[src/logic/wolf_defs.vh]
// Purpose: shared constants of the wake-on-lan receive filter
// Assumes: register indices are word indices, byte address = 4 * index
// Notes:   definitions only
`ifndef WOLF_DEFS_VH
`define WOLF_DEFS_VH
// ****************************************************************
// register indices
// ****************************************************************
`define WOLF_IDX_CFG     11'h4a0
`define WOLF_IDX_STAT    11'h4a1
`define WOLF_IDX_BANK0   11'h4a2
`define WOLF_IDX_BANKN   11'h4aa
// ****************************************************************
// configuration fields
// ****************************************************************
`define WOLF_CFG_RST     16'h1000
`define WOLF_CFG_SWAP_LO 14
`define WOLF_CFG_SFD     13
`define WOLF_CFG_CRCG    12
`define WOLF_CFG_CLR     11
`define WOLF_CFG_PLEN_LO 9
`define WOLF_CFG_LEVEL   8
`define WOLF_CFG_WOLEN   7
`define WOLF_CFG_SECURE  5
`define WOLF_CFG_PATEN   1
`define WOLF_CFG_MAGEN   0
// ****************************************************************
// status fields
// ****************************************************************
`define WOLF_ST_SRC      12
`define WOLF_ST_CRC      6
`define WOLF_ST_HACK     5
`define WOLF_ST_PAT      1
`define WOLF_ST_MAGIC    0
// ****************************************************************
// frame constants and timing
// ****************************************************************
`define WOLF_SFD_NORM    8'hd5
`define WOLF_SFD_ALT     8'h5d
`define WOLF_SYNC_BYTE   8'hff
`define WOLF_SYNC_LEN    3'h6
`define WOLF_DA_LAST_REP 4'hf
`define WOLF_LAST_BYTE   3'h5
`define WOLF_PULSE_BASE  7'h08
`endif

[src/logic/wolf_ind.v]
// Purpose: shapes wake events into a pulse or a held level
// Assumes: evt_i is a one-cycle pulse
// Notes:   a new event restarts a running pulse
`timescale 1ns/100ps
`include "wolf_defs.vh"
module wolf_ind (
  input  wire       clk_i,
  input  wire       rst_i,
  input  wire       evt_i,
  input  wire       level_i,
  input  wire [1:0] sel_i,
  input  wire       clr_i,
  output reg        ind_o
);
  reg  [6:0] cnt_r;
  wire [6:0] len = `WOLF_PULSE_BASE << sel_i;
  always @(posedge clk_i) begin
    if (rst_i) begin
      ind_o <= 1'b0;
      cnt_r <= 7'h00;
    end else if (evt_i) begin
      // event wins over a clear in the same cycle
      ind_o <= 1'b1;
      cnt_r <= len - 7'h01;
    end else if (level_i) begin
      if (clr_i) begin
        ind_o <= 1'b0;
      end
    end else if (cnt_r != 7'h00) begin
      cnt_r <= cnt_r - 7'h01;
    end else begin
      ind_o <= 1'b0;
    end
  end
endmodule

[src/logic/wolf_rx_filter.v]
// Purpose: wake-on-lan receive filter with a classic wishbone slave
// Assumes: receive byte stream and polarity events come from logic on clk_i
// Notes:   clk_i stands for the internal 125-mhz indication clock
//
// What this block does
// - Received bytes are reordered by the swap field: none, reversed bits, swapped nibbles, or reversed nibble bits.
// - The matcher hunts for delimiter 0xd5, or 0x5d when the delimiter-select bit is set.
// - With the crc-gate bit set (its reset value) a bad-crc frame gives no magic or pattern indication anywhere.
// - Writing one to the self-clearing clear bit drops a held level indication; the bit reads back zero.
// - A pulse indication lasts 8, 16, 32 or 64 clocks for codes 0 to 3, and the field is ignored in level mode.
// - The mode bit picks a held level when set and a fixed pulse when clear.
// - The wake enable bit turns frame detection on; clear leaves plain operation with no detection.
// - The password-enable bit makes a magic packet valid only when followed by the six configured password bytes.
// - The pattern-enable bit raises the interrupt indication when a frame holds the configured pattern.
// - The magic-enable bit raises the interrupt indication on a valid magic packet.
// - Sticky clear-on-read status flags record a valid magic packet and a pattern frame.
// - A sticky clear-on-read flag records a magic packet whose password is wrong.
// - Turning wake detection on switches the interrupt source from polarity events to wake events.
//
// Our own choice: register access over Wishbone.
`timescale 1ns/100ps
`include "wolf_defs.vh"
module wolf_rx_filter (
  input  wire        clk_i,
  input  wire        rst_i,
  input  wire        wb_cyc_i,
  input  wire        wb_stb_i,
  input  wire        wb_we_i,
  input  wire [31:0] wb_adr_i,
  input  wire [3:0]  wb_sel_i,
  input  wire [31:0] wb_dat_i,
  output reg         wb_ack_o,
  output reg  [31:0] wb_dat_o,
  input  wire        rx_vld_i,
  input  wire [7:0]  rx_data_i,
  input  wire        rx_end_i,
  input  wire        rx_crc_bad_i,
  input  wire        pol_evt_i,
  output reg         int_o,
  output wire        wake_o
);
// ****************************************************************
// states
// ****************************************************************
  localparam ST_IDLE = 5'h01;
  localparam ST_SYNC = 5'h02;
  localparam ST_DA   = 5'h04;
  localparam ST_PWD  = 5'h08;
  localparam ST_DONE = 5'h10;
// ****************************************************************
// registers
// ****************************************************************
  reg  [15:0] cfg_r;
  reg         src_r;
  reg         magic_f_r;
  reg         pat_f_r;
  reg         hack_f_r;
  reg         crc_f_r;
  reg  [15:0] bank_r [0:8];
  reg  [4:0]  st_r;
  reg  [2:0]  ff_cnt_r;
  reg  [2:0]  idx_r;
  reg  [3:0]  rep_r;
  reg         pw_ok_r;
  reg         magic_seen_r;
  reg         pw_bad_r;
  reg         pat_hit_r;
  reg  [47:0] win_r;
  reg  [2:0]  win_cnt_r;
  integer     i;
// ****************************************************************
// bus decode
// ****************************************************************
  wire [10:0] widx   = wb_adr_i[12:2];
  wire        req    = wb_cyc_i & wb_stb_i;
  wire        take   = req & wb_ack_o;
  wire        wr     = take & wb_we_i;
  wire        rd     = take & ~wb_we_i;
  wire        in_bnk = (widx >= `WOLF_IDX_BANK0) && (widx <= `WOLF_IDX_BANKN);
  wire [3:0]  bsel   = widx[3:0] - 4'h2;
  wire [15:0] wmask  = {{8{wb_sel_i[1]}}, {8{wb_sel_i[0]}}};
  wire        wr_cfg = wr && (widx == `WOLF_IDX_CFG);
  wire        wr_st  = wr && (widx == `WOLF_IDX_STAT) && wb_sel_i[1];
  wire        rd_st  = rd && (widx == `WOLF_IDX_STAT);
  wire [15:0] cfg_w  = (cfg_r & ~wmask) | (wb_dat_i[15:0] & wmask);
  wire        clr_p  = wr_cfg & wb_sel_i[1] & wb_dat_i[`WOLF_CFG_CLR];
  wire        wol_en = cfg_r[`WOLF_CFG_WOLEN];
  wire        secure = cfg_r[`WOLF_CFG_SECURE];
  wire [15:0] stat_w = {3'h0, src_r, 5'h00, crc_f_r, hack_f_r, 3'h0, pat_f_r, magic_f_r};
// ****************************************************************
// byte reorder stage
// ****************************************************************
  wire       sb_vld;
  wire [7:0] sb_dat;
  wire       sb_end;
  wire       sb_crc;
  wolf_swap u_swap (
    .clk_i     (clk_i),
    .rst_i     (rst_i),
    .mode_i    (cfg_r[`WOLF_CFG_SWAP_LO+1:`WOLF_CFG_SWAP_LO]),
    .vld_i     (rx_vld_i),
    .dat_i     (rx_data_i),
    .end_i     (rx_end_i),
    .crc_bad_i (rx_crc_bad_i),
    .vld_o     (sb_vld),
    .dat_o     (sb_dat),
    .end_o     (sb_end),
    .crc_bad_o (sb_crc)
  );
// ****************************************************************
// match data views
// ****************************************************************
  wire [47:0] da_w   = {bank_r[2], bank_r[1], bank_r[0]};
  wire [47:0] pw_w   = {bank_r[5], bank_r[4], bank_r[3]};
  wire [47:0] pt_w   = {bank_r[8], bank_r[7], bank_r[6]};
  wire [5:0]  da_bas = 6'h2f - {idx_r, 3'h0};
  wire [7:0]  da_b   = da_w[da_bas -: 8];
  wire [7:0]  pw_b   = pw_w[{idx_r, 3'h0} +: 8];
  wire [47:0] pt_ord;
  wire [47:0] win_nx = {win_r[39:0], sb_dat};
  genvar g;
  generate
    for (g = 0; g < 6; g = g + 1) begin : g_pat
      assign pt_ord[47-8*g -: 8] = pt_w[8*g +: 8];
    end
  endgenerate
  wire [7:0]  sfd    = cfg_r[`WOLF_CFG_SFD] ? `WOLF_SFD_ALT : `WOLF_SFD_NORM;
  wire        is_ff  = (sb_dat == `WOLF_SYNC_BYTE);
  wire        pw_end = pw_ok_r && (sb_dat == pw_b);
// ****************************************************************
// frame verdict
// ****************************************************************
  // crc gate
  wire        f_ok   = ~(cfg_r[`WOLF_CFG_CRCG] & sb_crc);
  wire        fin    = sb_end & wol_en & ~st_r[0];
  wire        m_good = fin & f_ok & magic_seen_r;
  wire        p_good = fin & f_ok & pat_hit_r;
  wire        h_set  = fin & f_ok & (pw_bad_r | st_r[3]);
  wire        c_set  = fin & sb_crc;
  wire        m_evt  = m_good & cfg_r[`WOLF_CFG_MAGEN];
  wire        p_evt  = p_good & cfg_r[`WOLF_CFG_PATEN];
// ****************************************************************
// wishbone slave and register file
// ****************************************************************
  always @(posedge clk_i) begin
    if (rst_i) begin
      wb_ack_o  <= 1'b0;
      wb_dat_o  <= 32'h00000000;
      cfg_r     <= `WOLF_CFG_RST;
      src_r     <= 1'b0;
      magic_f_r <= 1'b0;
      pat_f_r   <= 1'b0;
      hack_f_r  <= 1'b0;
      crc_f_r   <= 1'b0;
      int_o     <= 1'b0;
      for (i = 0; i < 9; i = i + 1) begin
        bank_r[i] <= 16'h0000;
      end
    end else begin
      // one wait state; unmapped words read zero and ignore writes
      wb_ack_o <= req & ~wb_ack_o;
      wb_dat_o <= 32'h00000000;
      if (widx == `WOLF_IDX_CFG) begin
        wb_dat_o[15:0] <= cfg_r;
      end else if (widx == `WOLF_IDX_STAT) begin
        wb_dat_o[15:0] <= stat_w;
      end else if (in_bnk) begin
        wb_dat_o[15:0] <= bank_r[bsel];
      end
      if (wr_cfg) begin
        cfg_r <= cfg_w & ~(16'h0001 << `WOLF_CFG_CLR);
      end
      for (i = 0; i < 9; i = i + 1) begin
        if (wr && in_bnk && (bsel == i[3:0])) begin
          bank_r[i] <= (bank_r[i] & ~wmask) | (wb_dat_i[15:0] & wmask);
        end
      end
      if (wr_cfg && cfg_w[`WOLF_CFG_WOLEN] && !wol_en) begin
        src_r <= 1'b1;
      end else if (wr_st) begin
        src_r <= wb_dat_i[`WOLF_ST_SRC];
      end
      // sticky flags, set beats read clear
      // a read clears only what it returned, so a flag set during the read survives
      magic_f_r <= m_good | (magic_f_r & ~(rd_st & wb_dat_o[`WOLF_ST_MAGIC]));
      pat_f_r   <= p_good | (pat_f_r & ~(rd_st & wb_dat_o[`WOLF_ST_PAT]));
      hack_f_r  <= h_set | (hack_f_r & ~(rd_st & wb_dat_o[`WOLF_ST_HACK]));
      crc_f_r   <= c_set | (crc_f_r & ~(rd_st & wb_dat_o[`WOLF_ST_CRC]));
      int_o <= src_r ? (m_evt | p_evt) : pol_evt_i;
    end
  end
// ****************************************************************
// frame matcher
// ****************************************************************
  always @(posedge clk_i) begin
    if (rst_i) begin
      st_r         <= ST_IDLE;
      ff_cnt_r     <= 3'h0;
      idx_r        <= 3'h0;
      rep_r        <= 4'h0;
      pw_ok_r      <= 1'b0;
      magic_seen_r <= 1'b0;
      pw_bad_r     <= 1'b0;
      pat_hit_r    <= 1'b0;
      win_r        <= 48'h000000000000;
      win_cnt_r    <= 3'h0;
    end else if (!wol_en || sb_end) begin
      st_r <= ST_IDLE;
    end else if (sb_vld) begin
      if (!st_r[0]) begin
        win_r <= win_nx;
        if (win_cnt_r != `WOLF_SYNC_LEN) begin
          win_cnt_r <= win_cnt_r + 3'h1;
        end
        if ((win_cnt_r >= `WOLF_LAST_BYTE) && (win_nx == pt_ord)) begin
          pat_hit_r <= 1'b1;
        end
      end
      case (st_r)
        ST_IDLE: begin
          if (sb_dat == sfd) begin
            st_r         <= ST_SYNC;
            ff_cnt_r     <= 3'h0;
            idx_r        <= 3'h0;
            rep_r        <= 4'h0;
            magic_seen_r <= 1'b0;
            pw_bad_r     <= 1'b0;
            pat_hit_r    <= 1'b0;
            win_cnt_r    <= 3'h0;
          end
        end
        ST_SYNC: begin
          // sync run then address
          // an address starting with 0xff is not recognised here
          if (is_ff) begin
            if (ff_cnt_r != `WOLF_SYNC_LEN) begin
              ff_cnt_r <= ff_cnt_r + 3'h1;
            end
          end else if ((ff_cnt_r == `WOLF_SYNC_LEN) && (sb_dat == da_b)) begin
            st_r  <= ST_DA;
            idx_r <= 3'h1;
          end else begin
            ff_cnt_r <= 3'h0;
          end
        end
        ST_DA: begin
          if (sb_dat != da_b) begin
            st_r     <= ST_SYNC;
            ff_cnt_r <= is_ff ? 3'h1 : 3'h0;
            idx_r    <= 3'h0;
            rep_r    <= 4'h0;
          end else if (idx_r != `WOLF_LAST_BYTE) begin
            idx_r <= idx_r + 3'h1;
          end else begin
            idx_r <= 3'h0;
            rep_r <= rep_r + 4'h1;
            if (rep_r == `WOLF_DA_LAST_REP) begin
              if (secure) begin
                st_r    <= ST_PWD;
                pw_ok_r <= 1'b1;
              end else begin
                st_r         <= ST_DONE;
                magic_seen_r <= 1'b1;
              end
            end
          end
        end
        ST_PWD: begin
          pw_ok_r <= pw_end;
          idx_r   <= idx_r + 3'h1;
          if (idx_r == `WOLF_LAST_BYTE) begin
            st_r         <= ST_DONE;
            magic_seen_r <= pw_end;
            pw_bad_r     <= ~pw_end;
          end
        end
        ST_DONE: begin
          st_r <= ST_DONE;
        end
        default: begin
          st_r <= ST_IDLE;
        end
      endcase
    end
  end
// ****************************************************************
// wake indication
// ****************************************************************
  wolf_ind u_ind (
    .clk_i   (clk_i),
    .rst_i   (rst_i),
    .evt_i   (m_evt | p_evt),
    .level_i (cfg_r[`WOLF_CFG_LEVEL]),
    .sel_i   (cfg_r[`WOLF_CFG_PLEN_LO+1:`WOLF_CFG_PLEN_LO]),
    .clr_i   (clr_p),
    .ind_o   (wake_o)
  );
endmodule

[src/logic/wolf_swap.v]
// Purpose: reorders each received byte before matching
// Assumes: byte stream from receive logic on clk_i
// Notes:   one register stage, all strobes delayed alike
`timescale 1ns/100ps
module wolf_swap (
  input  wire       clk_i,
  input  wire       rst_i,
  input  wire [1:0] mode_i,
  input  wire       vld_i,
  input  wire [7:0] dat_i,
  input  wire       end_i,
  input  wire       crc_bad_i,
  output reg        vld_o,
  output reg  [7:0] dat_o,
  output reg        end_o,
  output reg        crc_bad_o
);
  wire [7:0] rev_all;
  wire [7:0] rev_nib;
  genvar g;
  generate
    for (g = 0; g < 8; g = g + 1) begin : g_rev
      assign rev_all[g] = dat_i[7-g];
      assign rev_nib[g] = dat_i[(g & 4) + 3 - (g & 3)];
    end
  endgenerate
  always @(posedge clk_i) begin
    if (rst_i) begin
      vld_o     <= 1'b0;
      dat_o     <= 8'h00;
      end_o     <= 1'b0;
      crc_bad_o <= 1'b0;
    end else begin
      vld_o     <= vld_i;
      end_o     <= end_i;
      crc_bad_o <= crc_bad_i;
      case (mode_i)
        2'h1:    dat_o <= rev_all;
        2'h2:    dat_o <= {dat_i[3:0], dat_i[7:4]};
        2'h3:    dat_o <= rev_nib;
        default: dat_o <= dat_i;
      endcase
    end
  end
endmodule

[config.mk]
export PLATFORM = sky130hd
export DESIGN_NAME = wolf_rx_filter
export DESIGN_NICKNAME = d
export VERILOG_FILES = /design/src/logic/wolf_ind.v /design/src/logic/wolf_rx_filter.v /design/src/logic/wolf_swap.v
export VERILOG_INCLUDE_DIRS = /design/src /design/src/logic
export SDC_FILE = /design/constraint.sdc
export NUM_CORES = 1
export LEC_CHECK = 0
export BUFFER_PORTS_ARGS = -buffer_cell sky130_fd_sc_hd__buf_2
export CAP_MARGIN = 20
export CORE_MARGIN = 8
export CORE_UTILIZATION = 30
export DETAILED_ROUTE_END_ITERATION = 6
export PLACE_DENSITY = 0.53
export SLEW_MARGIN = 15
export SYNTH_ARGS = -nofsm -noshare
export SYNTH_HDL_FRONTEND = slang
export SYNTH_HIERARCHICAL = 1
export SYNTH_SLANG_ARGS = --single-unit
[constraint.sdc]
create_clock -name clk_i -period 13.2 [get_ports clk_i]
set_clock_uncertainty 0.2 [all_clocks]
set_input_delay 2.64 -clock clk_i [delete_from_list [all_inputs] [get_ports clk_i]]
set_output_delay 2.64 -clock clk_i [all_outputs]
set_load 0.1 [all_outputs]
==> flow_summary_export.csv, run 1 <==
group,metric,value,unit
clock_network,later_pin_clock_latency_in_the_skew_report,0.57,ns
grt,grt_pass1_vias,10733,
sta,layout_worst_path_cycle_share,44.7,%
logic_synthesis,synth_ff_type,"sky130_fd_sc_hd__edfxtp_1",
logic_synthesis,cell_type_with_the_largest_total_area_after_synthesis,"sky130_fd_sc_hd__edfxtp_1",
sta,worst_slew_margin_rel,28.0,%
logic_synthesis,ys_top_cells_by_area,"sky130_fd_sc_hd__edfxtp_1 (30%), sky130_fd_sc_hd__dfxtp_1 (17%), sky130_fd_sc_hd__a21oi_1 (8.4%)",
drt,routed_wirelength,44500,um
floorplanning,core-area,47400,um2
pwr,power.ir.vdd_worst,0.0000782,V
finish,multi_input_area,7190,um2
floorplanning,placementRows,80,
finish,area_growth_synth_to_finish,13.3,%
grt,antenna_found_initial,0,
clock_network,cts.sink_count,263,
finish,area.sequential,6710,um2
logic_synthesis,synth.yosys.seq_area_share,46.8,%
clock_network,cts_resized,0,
sta,max_clk_rate,169,MHz
min_path,min-delay-path-class,"flip-flop to flip-flop",
placed_design,place_hpwl,30700,um
setup_path,worstSetupEndpointType,"flip-flop",
drt,route.detailed.drc,0,
clock_network,cts.path.max_buffers,3,
logic_synthesis,synth.cell_area,14300,um2
clock_network,post-cts-setup-buffers,0,
floorplanning,die_width,235,um
outcome,outcome,"complete, no violations",
drt,routed_via_count_divided_by_cell_count,5.33,
logic_synthesis,yosys.cell_types.count,78,
logic_synthesis,yosys.cell_count.top_type,"sky130_fd_sc_hd__a21oi_1",
drt,drtIter0Drc,1020,
clock_network,clock-root-buffer,"sky130_fd_sc_hd__clkbuf_16",
placed_design,dp.cells,2038,
logic_synthesis,synth_edf_count,144,
clock_network,clk_pin_slew,0.06,ns
drt,drt_pass1_iterations,5,
finish,final_layout_size_suffix_gt1_share,14.9,%
finish,antenna-diode-count,0,
setup_path,timing.critical_path.arrival,5.96,ns
sta,final_count_of_pins_violating_max_slew,0,
logic_synthesis,ys_seq_elements,263,
setup_path,worstSetupPathType,"primary input to flip-flop",
logic_synthesis,yosys_warnings,6,
finish,fill_cell_instance_count_of_the_final_layout,4868,
setup_path,cp_required,13.26,ns
clock_network,cts.hold.buffers_added,0,
finish,finish.net_count,1554,
logic_synthesis,avgSynthCellArea,9.94,um2
setup_path,critPathLaunchType,"primary input",
grt,first_pass_grt_wire_length,67300,um
grt,gr-total-overflow,0,
sta,fin_hold_viols,0,
job,timing.max_cap.violations,0,
floorplanning,dieArea,55100,um2
floorplanning,dieHeight,235,um
logic_synthesis,netlist.area_leader.share,30.2,%
setup_path,worstPathMaxFanout,89,
sta,post-route-min-period,5.90,ns
floorplanning,initial_utilization,30.2,%
pwr,design_power_total,0.00201,W
finish,layoutNonFillerInstCount,2097,
floorplanning,floorplan.io_pins,120,
logic_synthesis,leading_cell_types_by_count_after_synthesis,"sky130_fd_sc_hd__a21oi_1 (241), sky130_fd_sc_hd__nand2_1 (162), sky130_fd_sc_hd__nand2b_1 (152)",
pwr,p_leak,5.54,nW
pwr,powerDensity,123,nW/um2
logic_synthesis,async_flop_share,0,%
drt,postRouteAntennaNets,0,
logic_synthesis,post_synth_inst_count,1443,
clock_network,tritoncts,"done",
sta,timing_worst_slew_pin_value,1.08,ns
grt,grt_start_max_net_pins,90,
sta,setup_viol,0,
sta,hold_ws,0.262,ns
sta,grt_setup_unrepaired,"no",
clock_network,clock_tree.htree_level_count,1,
drt,vias,11180,
placed_design,buffer_ports.inserted,64,
placed_design,routabilityCongestion,0.816,
clock_network,cts_buf_count,31,
drt,wire_length_per_cell_after_detailed_routing,21.2,um
sta,finalSetupTns,0,ns
grt,grt_util_all_layers,15.4,%
[registers in the layout, summed over array words and instances, names as in the netlist, 3 cells and up, named ones only]
signal and count:
bank_r 144, ff_cnt_r 3, idx_r 3, rep_r 4, st_r 5, u_ind/cnt_r 7, u_swap/dat_o 8, wb_dat_o 16
win_cnt_r 3, win_r 40
[layout by cell type (no fill, tap or decap), types with 11 or more instances in the layout]
master / instances
sky130_fd_sc_hd__mux4_2: 41
sky130_fd_sc_hd__ha_1: 11
sky130_fd_sc_hd__xor2_1: 21
sky130_fd_sc_hd__nand2_1: 161
sky130_fd_sc_hd__nor3_1: 14
sky130_fd_sc_hd__nand2b_1: 152
sky130_fd_sc_hd__nor2_1: 63
sky130_fd_sc_hd__nand4_1: 15
sky130_fd_sc_hd__buf_2: 63
sky130_fd_sc_hd__edfxtp_1: 144
sky130_fd_sc_hd__dfxtp_1: 118
sky130_fd_sc_hd__inv_1: 13
sky130_fd_sc_hd__o21ai_0: 15
sky130_fd_sc_hd__mux2_2: 17
sky130_fd_sc_hd__clkbuf_8: 11
sky130_fd_sc_hd__xnor2_1: 39
sky130_fd_sc_hd__conb_1: 16
sky130_fd_sc_hd__a22oi_1: 14
sky130_fd_sc_hd__clkbuf_16: 31
sky130_fd_sc_hd__a211oi_1: 23
sky130_fd_sc_hd__mux2i_1: 36
sky130_fd_sc_hd__a21oi_1: 241
sky130_fd_sc_hd__buf_4: 22
sky130_fd_sc_hd__nand3_1: 25
[cell type report]
class | instances | share of cell area (%)
Timing Repair Buffer | 86 | 3.03
Clock buffer | 52 | 5.94
Sequential cell | 263 | 41.3
Clock inverter | 5 | 0.462
Multi-Input combinational cell | 1062 | 44.2
Tap cell | 615 | 4.74
Inverter | 14 | 0.323
[critical path: stages]
cell,delay [ns]
sky130_fd_sc_hd__buf_2,0.08
sky130_fd_sc_hd__buf_4,0.52
sky130_fd_sc_hd__inv_1,0.19
sky130_fd_sc_hd__ha_1,0.32
sky130_fd_sc_hd__xnor2_2,0.16
sky130_fd_sc_hd__buf_4,0.25
sky130_fd_sc_hd__a21oi_1,0.16
sky130_fd_sc_hd__nor2_1,0.08
sky130_fd_sc_hd__nand2_4,0.52
sky130_fd_sc_hd__buf_4,0.85
sky130_fd_sc_hd__a21oi_1,0.09
[power by group]
part           leakage [nW]  switching (W)  internal (W)
Sequential             2.45      0.0000296      0.000887
Clock                 0.513       0.000342      0.000530
Combinational          2.58       0.000138     0.0000792
Total                  5.54       0.000509       0.00150
[stage by stage]
| stage | instance area (um2) | worst slack, ns | utilization, % |
|---|---|---|---|
| 3_3_place_gp | 15200 | 6.73 | 32.0 |
| 5_1_grt | 16200 | 7.01 | 34.2 |
| 2_1_floorplan | 14400 | 7.16 | - |
| 6_report | 16200 | 7.30 | 34.2 |
| 3_5_place_dp | 15200 | 6.71 | 32.0 |
| 4_1_cts | 16200 | 7.31 | 34.2 |
[routing by layer]
| layer | global-route usage [%] | part of all wire [%] | vias to the layer above |
|---|---|---|---|
| met3 | 2.15 | 5.4 | 73 |
| met2 | 23.9 | 45 | 353 |
| met4 | 5.99 | 4.0 | 0 |
| met5 | 0 | 0 | - |
| li1 | - | - | 5235 |
| met1 | 21.4 | 45 | 5519 |
[final timing paths]
kind	startpoint	to	slack [ns]	cells past startpoint
worst max-delay path	wb_adr_i[3]	bank_r[3][6]	7.30	11
worst min-delay path	flip-flop	flip-flop	0.26	2
worst max register to register	idx_r[2]	st_r[0]	8.95	9
worst min register to register	flip-flop	flip-flop	0.26	2
[logic make-up (layout without fill, tap and decap cells)]
kind of cell	after synthesis	count (layout)	share of synthesized area (%)
AO/OA/AOI/OAI	363	363	14.9
XOR/XNOR	61	61	3.73
adder cells (fa/ha/maj)	11	11	0.960
buffers and inverters	133	157	4.15
flip-flops	263	263	46.8
multiplexers	104	104	11.1
other	1	16	0.0262
AND/OR/NAND/NOR	507	507	18.3
Power figures use the tool's default switching activity.
==> run 2: changes to the inputs <==
==> constraint.sdc (replaced) <==
create_clock -name clk_i -period 5.8 [get_ports clk_i]
set_clock_uncertainty 0.2 [all_clocks]
set_input_delay 1.16 -clock clk_i [delete_from_list [all_inputs] [get_ports clk_i]]
set_output_delay 1.16 -clock clk_i [all_outputs]
set_load 0.1 [all_outputs]
==> run 2 against run 1 <==
Routed wire length decreased by 0.79%. Cell area is 0.19% lower. Worst setup slack got worse by 5.8 ns. Power rose by 120%. Sequential power rose by 130%. Flip-flop and latch count stayed put. First-iteration DRC count decreased by 2.0%. Critical path type is now flip-flop to flip-flop.
==> flow_summary_export.csv, run 2 (synthesis gave the netlist of run 1 again) <==
group,metric,value,unit
outcome,outcome,"complete, no violations",
setup_path,critical_path_slowest_stage_cell,"sky130_fd_sc_hd__a2111oi_2",
setup_path,worstSetupPathType,"flip-flop to flip-flop",
sta,post-route-min-period,4.29,ns
drt,postRouteAntennaNets,0,
finish,final_layout_size_suffix_gt1_share,14.8,%
grt,grt_util_all_layers,15.4,%
sta,hold_ws,0.256,ns
sta,worst_slew_margin_rel,19.0,%
sta,finalWorstSetupSlack,1.51,ns
sta,timing_worst_slew_pin_value,1.18,ns
finish,layoutNonFillerInstCount,2102,
drt,wire_length_per_cell_after_detailed_routing,21.0,um
setup_path,path_buf_inv,1,
clock_network,clock_tree.htree_level_count,1,
clock_network,tritoncts,"done",
setup_path,r2r_end,"st_r[0]",
floorplanning,placementRows,80,
setup_path,worst-r2r-cell-count,9,
job,timing.max_cap.violations,0,
drt,vias,11194,
pwr,p_leak,5.52,nW
setup_path,timing.critical_path.cells,"nor2b_1 -> buf_4 -> nand2_1 -> a21bo_2 -> a2111oi_2 -> nand2_2 -> a211oi_1 -> and3_1 -> mux2i_1",
drt,drtIter0Drc,1000,
clock_network,cts.sink_count,263,
drt,routed_via_count_divided_by_cell_count,5.33,
sta,max_clk_rate,233,MHz
finish,registers.top_by_ff_count,"bank_r",
setup_path,critical_path_depth,9,
setup_path,cp_required,6.10,ns
setup_path,slowest_delay,1.05,ns
setup_path,path_delay_family,"compound AO/OA/AOI/OAI gates",
placed_design,dp.cells,2044,
grt,gr-total-overflow,0,
grt,grt_start_max_net_pins,67,
clock_network,cts.path.max_buffers,3,
placed_design,routabilityCongestion,0.825,
sta,layout_worst_path_cycle_share,74.0,%
finish,layout.cells.most_common,"sky130_fd_sc_hd__a21oi_1",
placed_design,place_worst_setup_slack,1.53,ns
sta,fin_hold_viols,0,
finish,layout.cells.most_common_list,"sky130_fd_sc_hd__a21oi_1 (241), sky130_fd_sc_hd__nand2_1 (161), sky130_fd_sc_hd__nand2b_1 (152), sky130_fd_sc_hd__edfxtp_1 (144), sky130_fd_sc_hd__dfxtp_1 (118)",
floorplanning,dieArea,55100,um2
finish,area_growth_synth_to_finish,13.1,%
clock_network,cts_resized,0,
placed_design,place_hpwl,31300,um
setup_path,ff2ff_setup_slack,1.51,ns
setup_path,r2r-start,"idx_r[2]",
clock_network,post-cts-setup-buffers,0,
setup_path,worstSetupEndpointType,"flip-flop",
floorplanning,floorplan.io_pins,120,
grt,grt_pass1_vias,10924,
drt,drt_pass1_iterations,5,
finish,largest_registers,"bank_r: 144 flops, win_r: 40 flops, wb_dat_o: 16 flops",
setup_path,timing.critical_path.arrival,4.60,ns
min_path,hold_path_depth,2,
clock_network,clk_pin_slew,0.06,ns
sta,grt_setup_unrepaired,"no",
clock_network,clock-root-buffer,"sky130_fd_sc_hd__clkbuf_16",
grt,first_pass_grt_wire_length,67600,um
clock_network,cts.hold.buffers_added,0,
floorplanning,dieHeight,235,um
floorplanning,die_width,235,um
pwr,power.ir.vdd_worst,0.000251,V
sta,setup_viol,0,
drt,route.detailed.drc,0,
sta,finalSetupTns,0,ns
floorplanning,initial_utilization,30.2,%
clock_network,cts_buf_count,31,
drt,routed_wirelength,44100,um
setup_path,worstPathMaxFanout,18,
finish,finish.net_count,1558,
floorplanning,core-area,47400,um2
min_path,min-delay-path-class,"flip-flop to flip-flop",
placed_design,buffer_ports.inserted,64,
grt,antenna_found_initial,0,
setup_path,critPathLaunchType,"flip-flop",
pwr,powerDensity,275,nW/um2
sta,final_count_of_pins_violating_max_slew,0,
finish,antenna-diode-count,0,
finish,largest_register_ff_count,144,
clock_network,later_pin_clock_latency_in_the_skew_report,0.57,ns
[run 2: cell count changes in the layout (fill, tap and decap cells not counted), sizes merged]
cell,delta
clkbuf,+5
buf,+4
clkinv,-3
bufinv,-2
inv,+1
[run 2: worst min-delay path, cell delays in order (launching register included)]
cell	delay, ns
sky130_fd_sc_hd__dfxtp_1	0.31
sky130_fd_sc_hd__nand2_1	0.05
sky130_fd_sc_hd__a21oi_1	0.05
[run 2: cell type report]
| type | count | area, um2 |
|---|---|---|
| Inverter | 14 | 52.6 |
| Multi-Input combinational cell | 1062 | 7190 |
| Tap cell | 615 | 769 |
| Sequential cell | 263 | 6710 |
| Timing Repair Buffer | 90 | 518 |
| Clock buffer | 57 | 973 |
| Clock inverter | 1 | 8.76 |
| Fill cell | 4825 | 31200 |
[run 2: routing by layer]
layer | up-vias | track usage (%) | part of all wire (%) | routed length, um
met1 | 5515 | 21.1 | 45 | 20000
li1 | 5248 | - | - | -
met5 | - | 0 | 0 | 0
met4 | 0 | 5.59 | 3.7 | 1650
met3 | 80 | 2.36 | 5.4 | 2400
met2 | 351 | 24.3 | 46 | 20100
[run 2: worst max-delay path by stage]
stage,from,end,slack (ns)
4_1_cts,idx_r[0],st_r[0],1.58
3_5_place_dp,wb_adr_i[3],bank_r[2][8],1.53
6_report,idx_r[2],st_r[0],1.51
2_1_floorplan,wb_adr_i[3],bank_r[4][0],1.24
3_3_place_gp,wb_adr_i[3],bank_r[2][8],1.62
5_1_grt,idx_r[0],st_r[4],1.32
[run 2: power by group]
group	internal [W]	switching [W]
Combinational	0.000181	0.000310
Clock	0.00112	0.000770
Sequential	0.00202	0.0000708
[run 2: stage by stage]
step	instance area, um2	utilization (%)	power (W)
2_1_floorplan	14400	-	0.00247
3_3_place_gp	15200	32.1	0.00260
3_5_place_dp	15200	32.1	0.00261
4_1_cts	16200	34.2	0.00450
5_1_grt	16200	34.2	0.00462
6_report	16200	34.2	0.00446
==> run 3: changes to the inputs <==
--- a/config.mk
+++ b/config.mk
@@ -11,7 +11,7 @@
 export CORE_MARGIN = 8
 export CORE_UTILIZATION = 30
 export DETAILED_ROUTE_END_ITERATION = 6
-export PLACE_DENSITY = 0.53
+export PLACE_DENSITY = 0.54
 export SLEW_MARGIN = 15
 export SYNTH_ARGS = -nofsm -noshare
 export SYNTH_HDL_FRONTEND = slang
==> constraint.sdc (replaced) <==
create_clock -name clk_i -period 3.9 [get_ports clk_i]
set_clock_uncertainty 0.2 [all_clocks]
set_input_delay 0.78 -clock clk_i [delete_from_list [all_inputs] [get_ports clk_i]]
set_output_delay 0.78 -clock clk_i [all_outputs]
set_load 0.1 [all_outputs]
==> run 3 against run 2 <==
Combinational power grew 54%. Utilization grew 0.78 points. Sequential share of layout area shrank 0.92 points. Sequential power grew 48%. Die area is the same. Routed wire length grew 1.3%. Via count grew 2.2%. Non-clock buffer count grew 34. Cell area grew 2.3%. Fmax grew 25%. Register-to-register slack lost 1.0 ns. Flip-flop and latch count is the same.
==> flow_summary_export.csv, run 3 (synthesis gave the netlist of run 1 again) <==
group,metric,value,unit
drt,wire_length_per_cell_after_detailed_routing,20.9,um
setup_path,slowest_delay,0.69,ns
clock_network,cts.hold.buffers_added,0,
pwr,design_power_total,0.00686,W
finish,layoutNonFillerInstCount,2139,
placed_design,dp.cells,2078,
floorplanning,placementRows,80,
placed_design,routabilityCongestion,0.872,
grt,grt_pass1_vias,11021,
setup_path,cp_required,4.11,ns
grt,grt_start_max_net_pins,145,
drt,routed_wirelength,44700,um
setup_path,timing.critical_path.arrival,3.66,ns
sta,hold_ws,0.259,ns
finish,layout.cells.most_common,"sky130_fd_sc_hd__a21oi_1",
finish,final_layout_size_suffix_gt1_share,17.2,%
grt,first_pass_grt_wire_length,68100,um
placed_design,place_hpwl,32000,um
setup_path,critical_path_slowest_stage_cell,"sky130_fd_sc_hd__a2111oi_4",
sta,post-route-min-period,3.44,ns
pwr,p_leak,5.75,nW
setup_path,r2r_end,"st_r[1]",
finish,antenna-diode-count,0,
min_path,min-delay-path-class,"flip-flop to flip-flop",
sta,layout_worst_path_cycle_share,88.3,%
setup_path,worstPathMaxFanout,11,
finish,layout.cells.most_common_list,"sky130_fd_sc_hd__a21oi_1 (241), sky130_fd_sc_hd__nand2_1 (161), sky130_fd_sc_hd__nand2b_1 (152), sky130_fd_sc_hd__edfxtp_1 (144), sky130_fd_sc_hd__dfxtp_1 (118)",
setup_path,critPathLaunchType,"flip-flop",
clock_network,later_pin_clock_latency_in_the_skew_report,0.53,ns
placed_design,buffer_ports.inserted,64,
floorplanning,die_width,235,um
setup_path,critical_path.startpoint,"idx_r[1]",
finish,largest_register_ff_count,144,
floorplanning,dieArea,55100,um2
setup_path,worstSetupEndpointType,"flip-flop",
drt,vias,11442,
grt,gr-total-overflow,0,
setup_path,cp-endpoint,"st_r[1]",
setup_path,worst-r2r-cell-count,8,
job,timing.max_cap.violations,0,
drt,route.detailed.drc,0,
finish,area_growth_synth_to_finish,15.7,%
clock_network,tritoncts,"done",
clock_network,cts.sink_count,263,
setup_path,r2r-start,"idx_r[1]",
clock_network,clock_tree.htree_level_count,2,
sta,worst_slew_margin_rel,22.8,%
floorplanning,dieHeight,235,um
sta,fin_hold_viols,0,
drt,drtIter0Drc,1052,
finish,area.sequential,6710,um2
finish,core_occupancy_in_the_finished_layout,35.0,%
sta,max_clk_rate,290,MHz
floorplanning,floorplan.io_pins,120,
sta,grt_setup_unrepaired,"no",
sta,setup_viol,0,
grt,antenna_found_initial,0,
clock_network,cts.path.max_buffers,3,
drt,drt_pass1_iterations,5,
clock_network,cts_buf_count,34,
pwr,power.ir.vdd_worst,0.000204,V
setup_path,timing.critical_path.cells,"nand2b_1 -> nor2_1 -> or4_4 -> a2111oi_4 -> nand3_2 -> a21o_1 -> and3_1 -> o211a_1",
finish,fill_cell_instance_count_of_the_final_layout,4850,
sta,timing_worst_slew_pin_value,1.13,ns
floorplanning,initial_utilization,30.2,%
setup_path,ff2ff_setup_slack,0.46,ns
drt,routed_via_count_divided_by_cell_count,5.35,
clock_network,clock-root-buffer,"sky130_fd_sc_hd__clkbuf_16",
finish,finish.net_count,1595,
clock_network,clk_pin_slew,0.06,ns
pwr,powerDensity,413,nW/um2
sta,final_count_of_pins_violating_max_slew,0,
clock_network,cts_resized,0,
floorplanning,core-area,47400,um2
finish,registers.top_by_ff_count,"bank_r",
finish,multi_input_area,7190,um2
setup_path,worstSetupPathType,"flip-flop to flip-flop",
outcome,outcome,"complete, no violations",
finish,largest_registers,"bank_r: 144 flops, win_r: 40 flops, wb_dat_o: 16 flops",
drt,postRouteAntennaNets,0,
grt,grt_util_all_layers,15.5,%
clock_network,post-cts-setup-buffers,0,
-- run 3: changes by cell type in the layout (fill, tap and decap cells not counted), moves of 2 or more --
cell	before	now
sky130_fd_sc_hd__buf_4	27	59
sky130_fd_sc_hd__clkbuf_16	31	34
sky130_fd_sc_hd__clkbuf_1	16	11
sky130_fd_sc_hd__buf_12	0	2
sky130_fd_sc_hd__clkinv_2	0	3
-- run 3: layout make-up --
type	instances	share of cell area, %
Clock buffer	54	6.13
Clock inverter	7	0.339
Inverter	14	0.317
Multi-Input combinational cell	1062	43.3
Sequential cell	263	40.4
Tap cell	615	4.64
Timing Repair Buffer	124	4.81
-- run 3: per-layer routing --
metal  share of wire (%)  routed length (um)  vias up  track usage (%)
met5                   0                   0        -                0
li1                    -                   -     5325                -
met2                  45               20000      375             24.3
met3                 6.2                2760       85             2.43
met4                 3.9                1730        0             6.24
met1                  45               20200     5657             21.3
-- run 3: worst min-delay path by stage --
stage                             from               end  slack (ns)  cells past startpoint
after global placement       flip-flop         flip-flop        0.24                      2
final                        flip-flop         flip-flop        0.26                      2
after global routing      rx_crc_bad_i  u_swap/crc_bad_o        0.27                      2
after CTS                     rx_vld_i      u_swap/vld_o        0.25                      2
after detailed placement     flip-flop         flip-flop        0.25                      2
after floorplan               hack_f_r          hack_f_r        0.23                      2
-- run 3: critical path, delay by kind of cell (launching register included) --
| family | cells | cell delay (ns) |
|---|---|---|
| flip-flops | 1 | 0.64 |
| AND/OR/NAND/NOR | 5 | 1.32 |
| AO/OA/AOI/OAI | 3 | 1.15 |
-- run 3: per-stage QoR --
| step | setup TNS (ns) | setup slack (ns) | area (um2) |
|---|---|---|---|
| after global placement | 0 | 0.173 | 15500 |
| after detailed placement | 0 | 0.164 | 15500 |
| after floorplan | -13.36 | -0.278 | 14400 |
| final | 0 | 0.457 | 16600 |
| after CTS | 0 | 0.543 | 16600 |
| after global routing | 0 | 0.308 | 16600 |
-- run 3: power by group --
part | total, W | internal [W] | switching, W | leakage, nW
Sequential | 0.00310 | 0.00300 | 0.0000993 | 2.45
Combinational | 0.000753 | 0.000281 | 0.000471 | 2.78
Clock | 0.00300 | 0.00179 | 0.00121 | 0.525
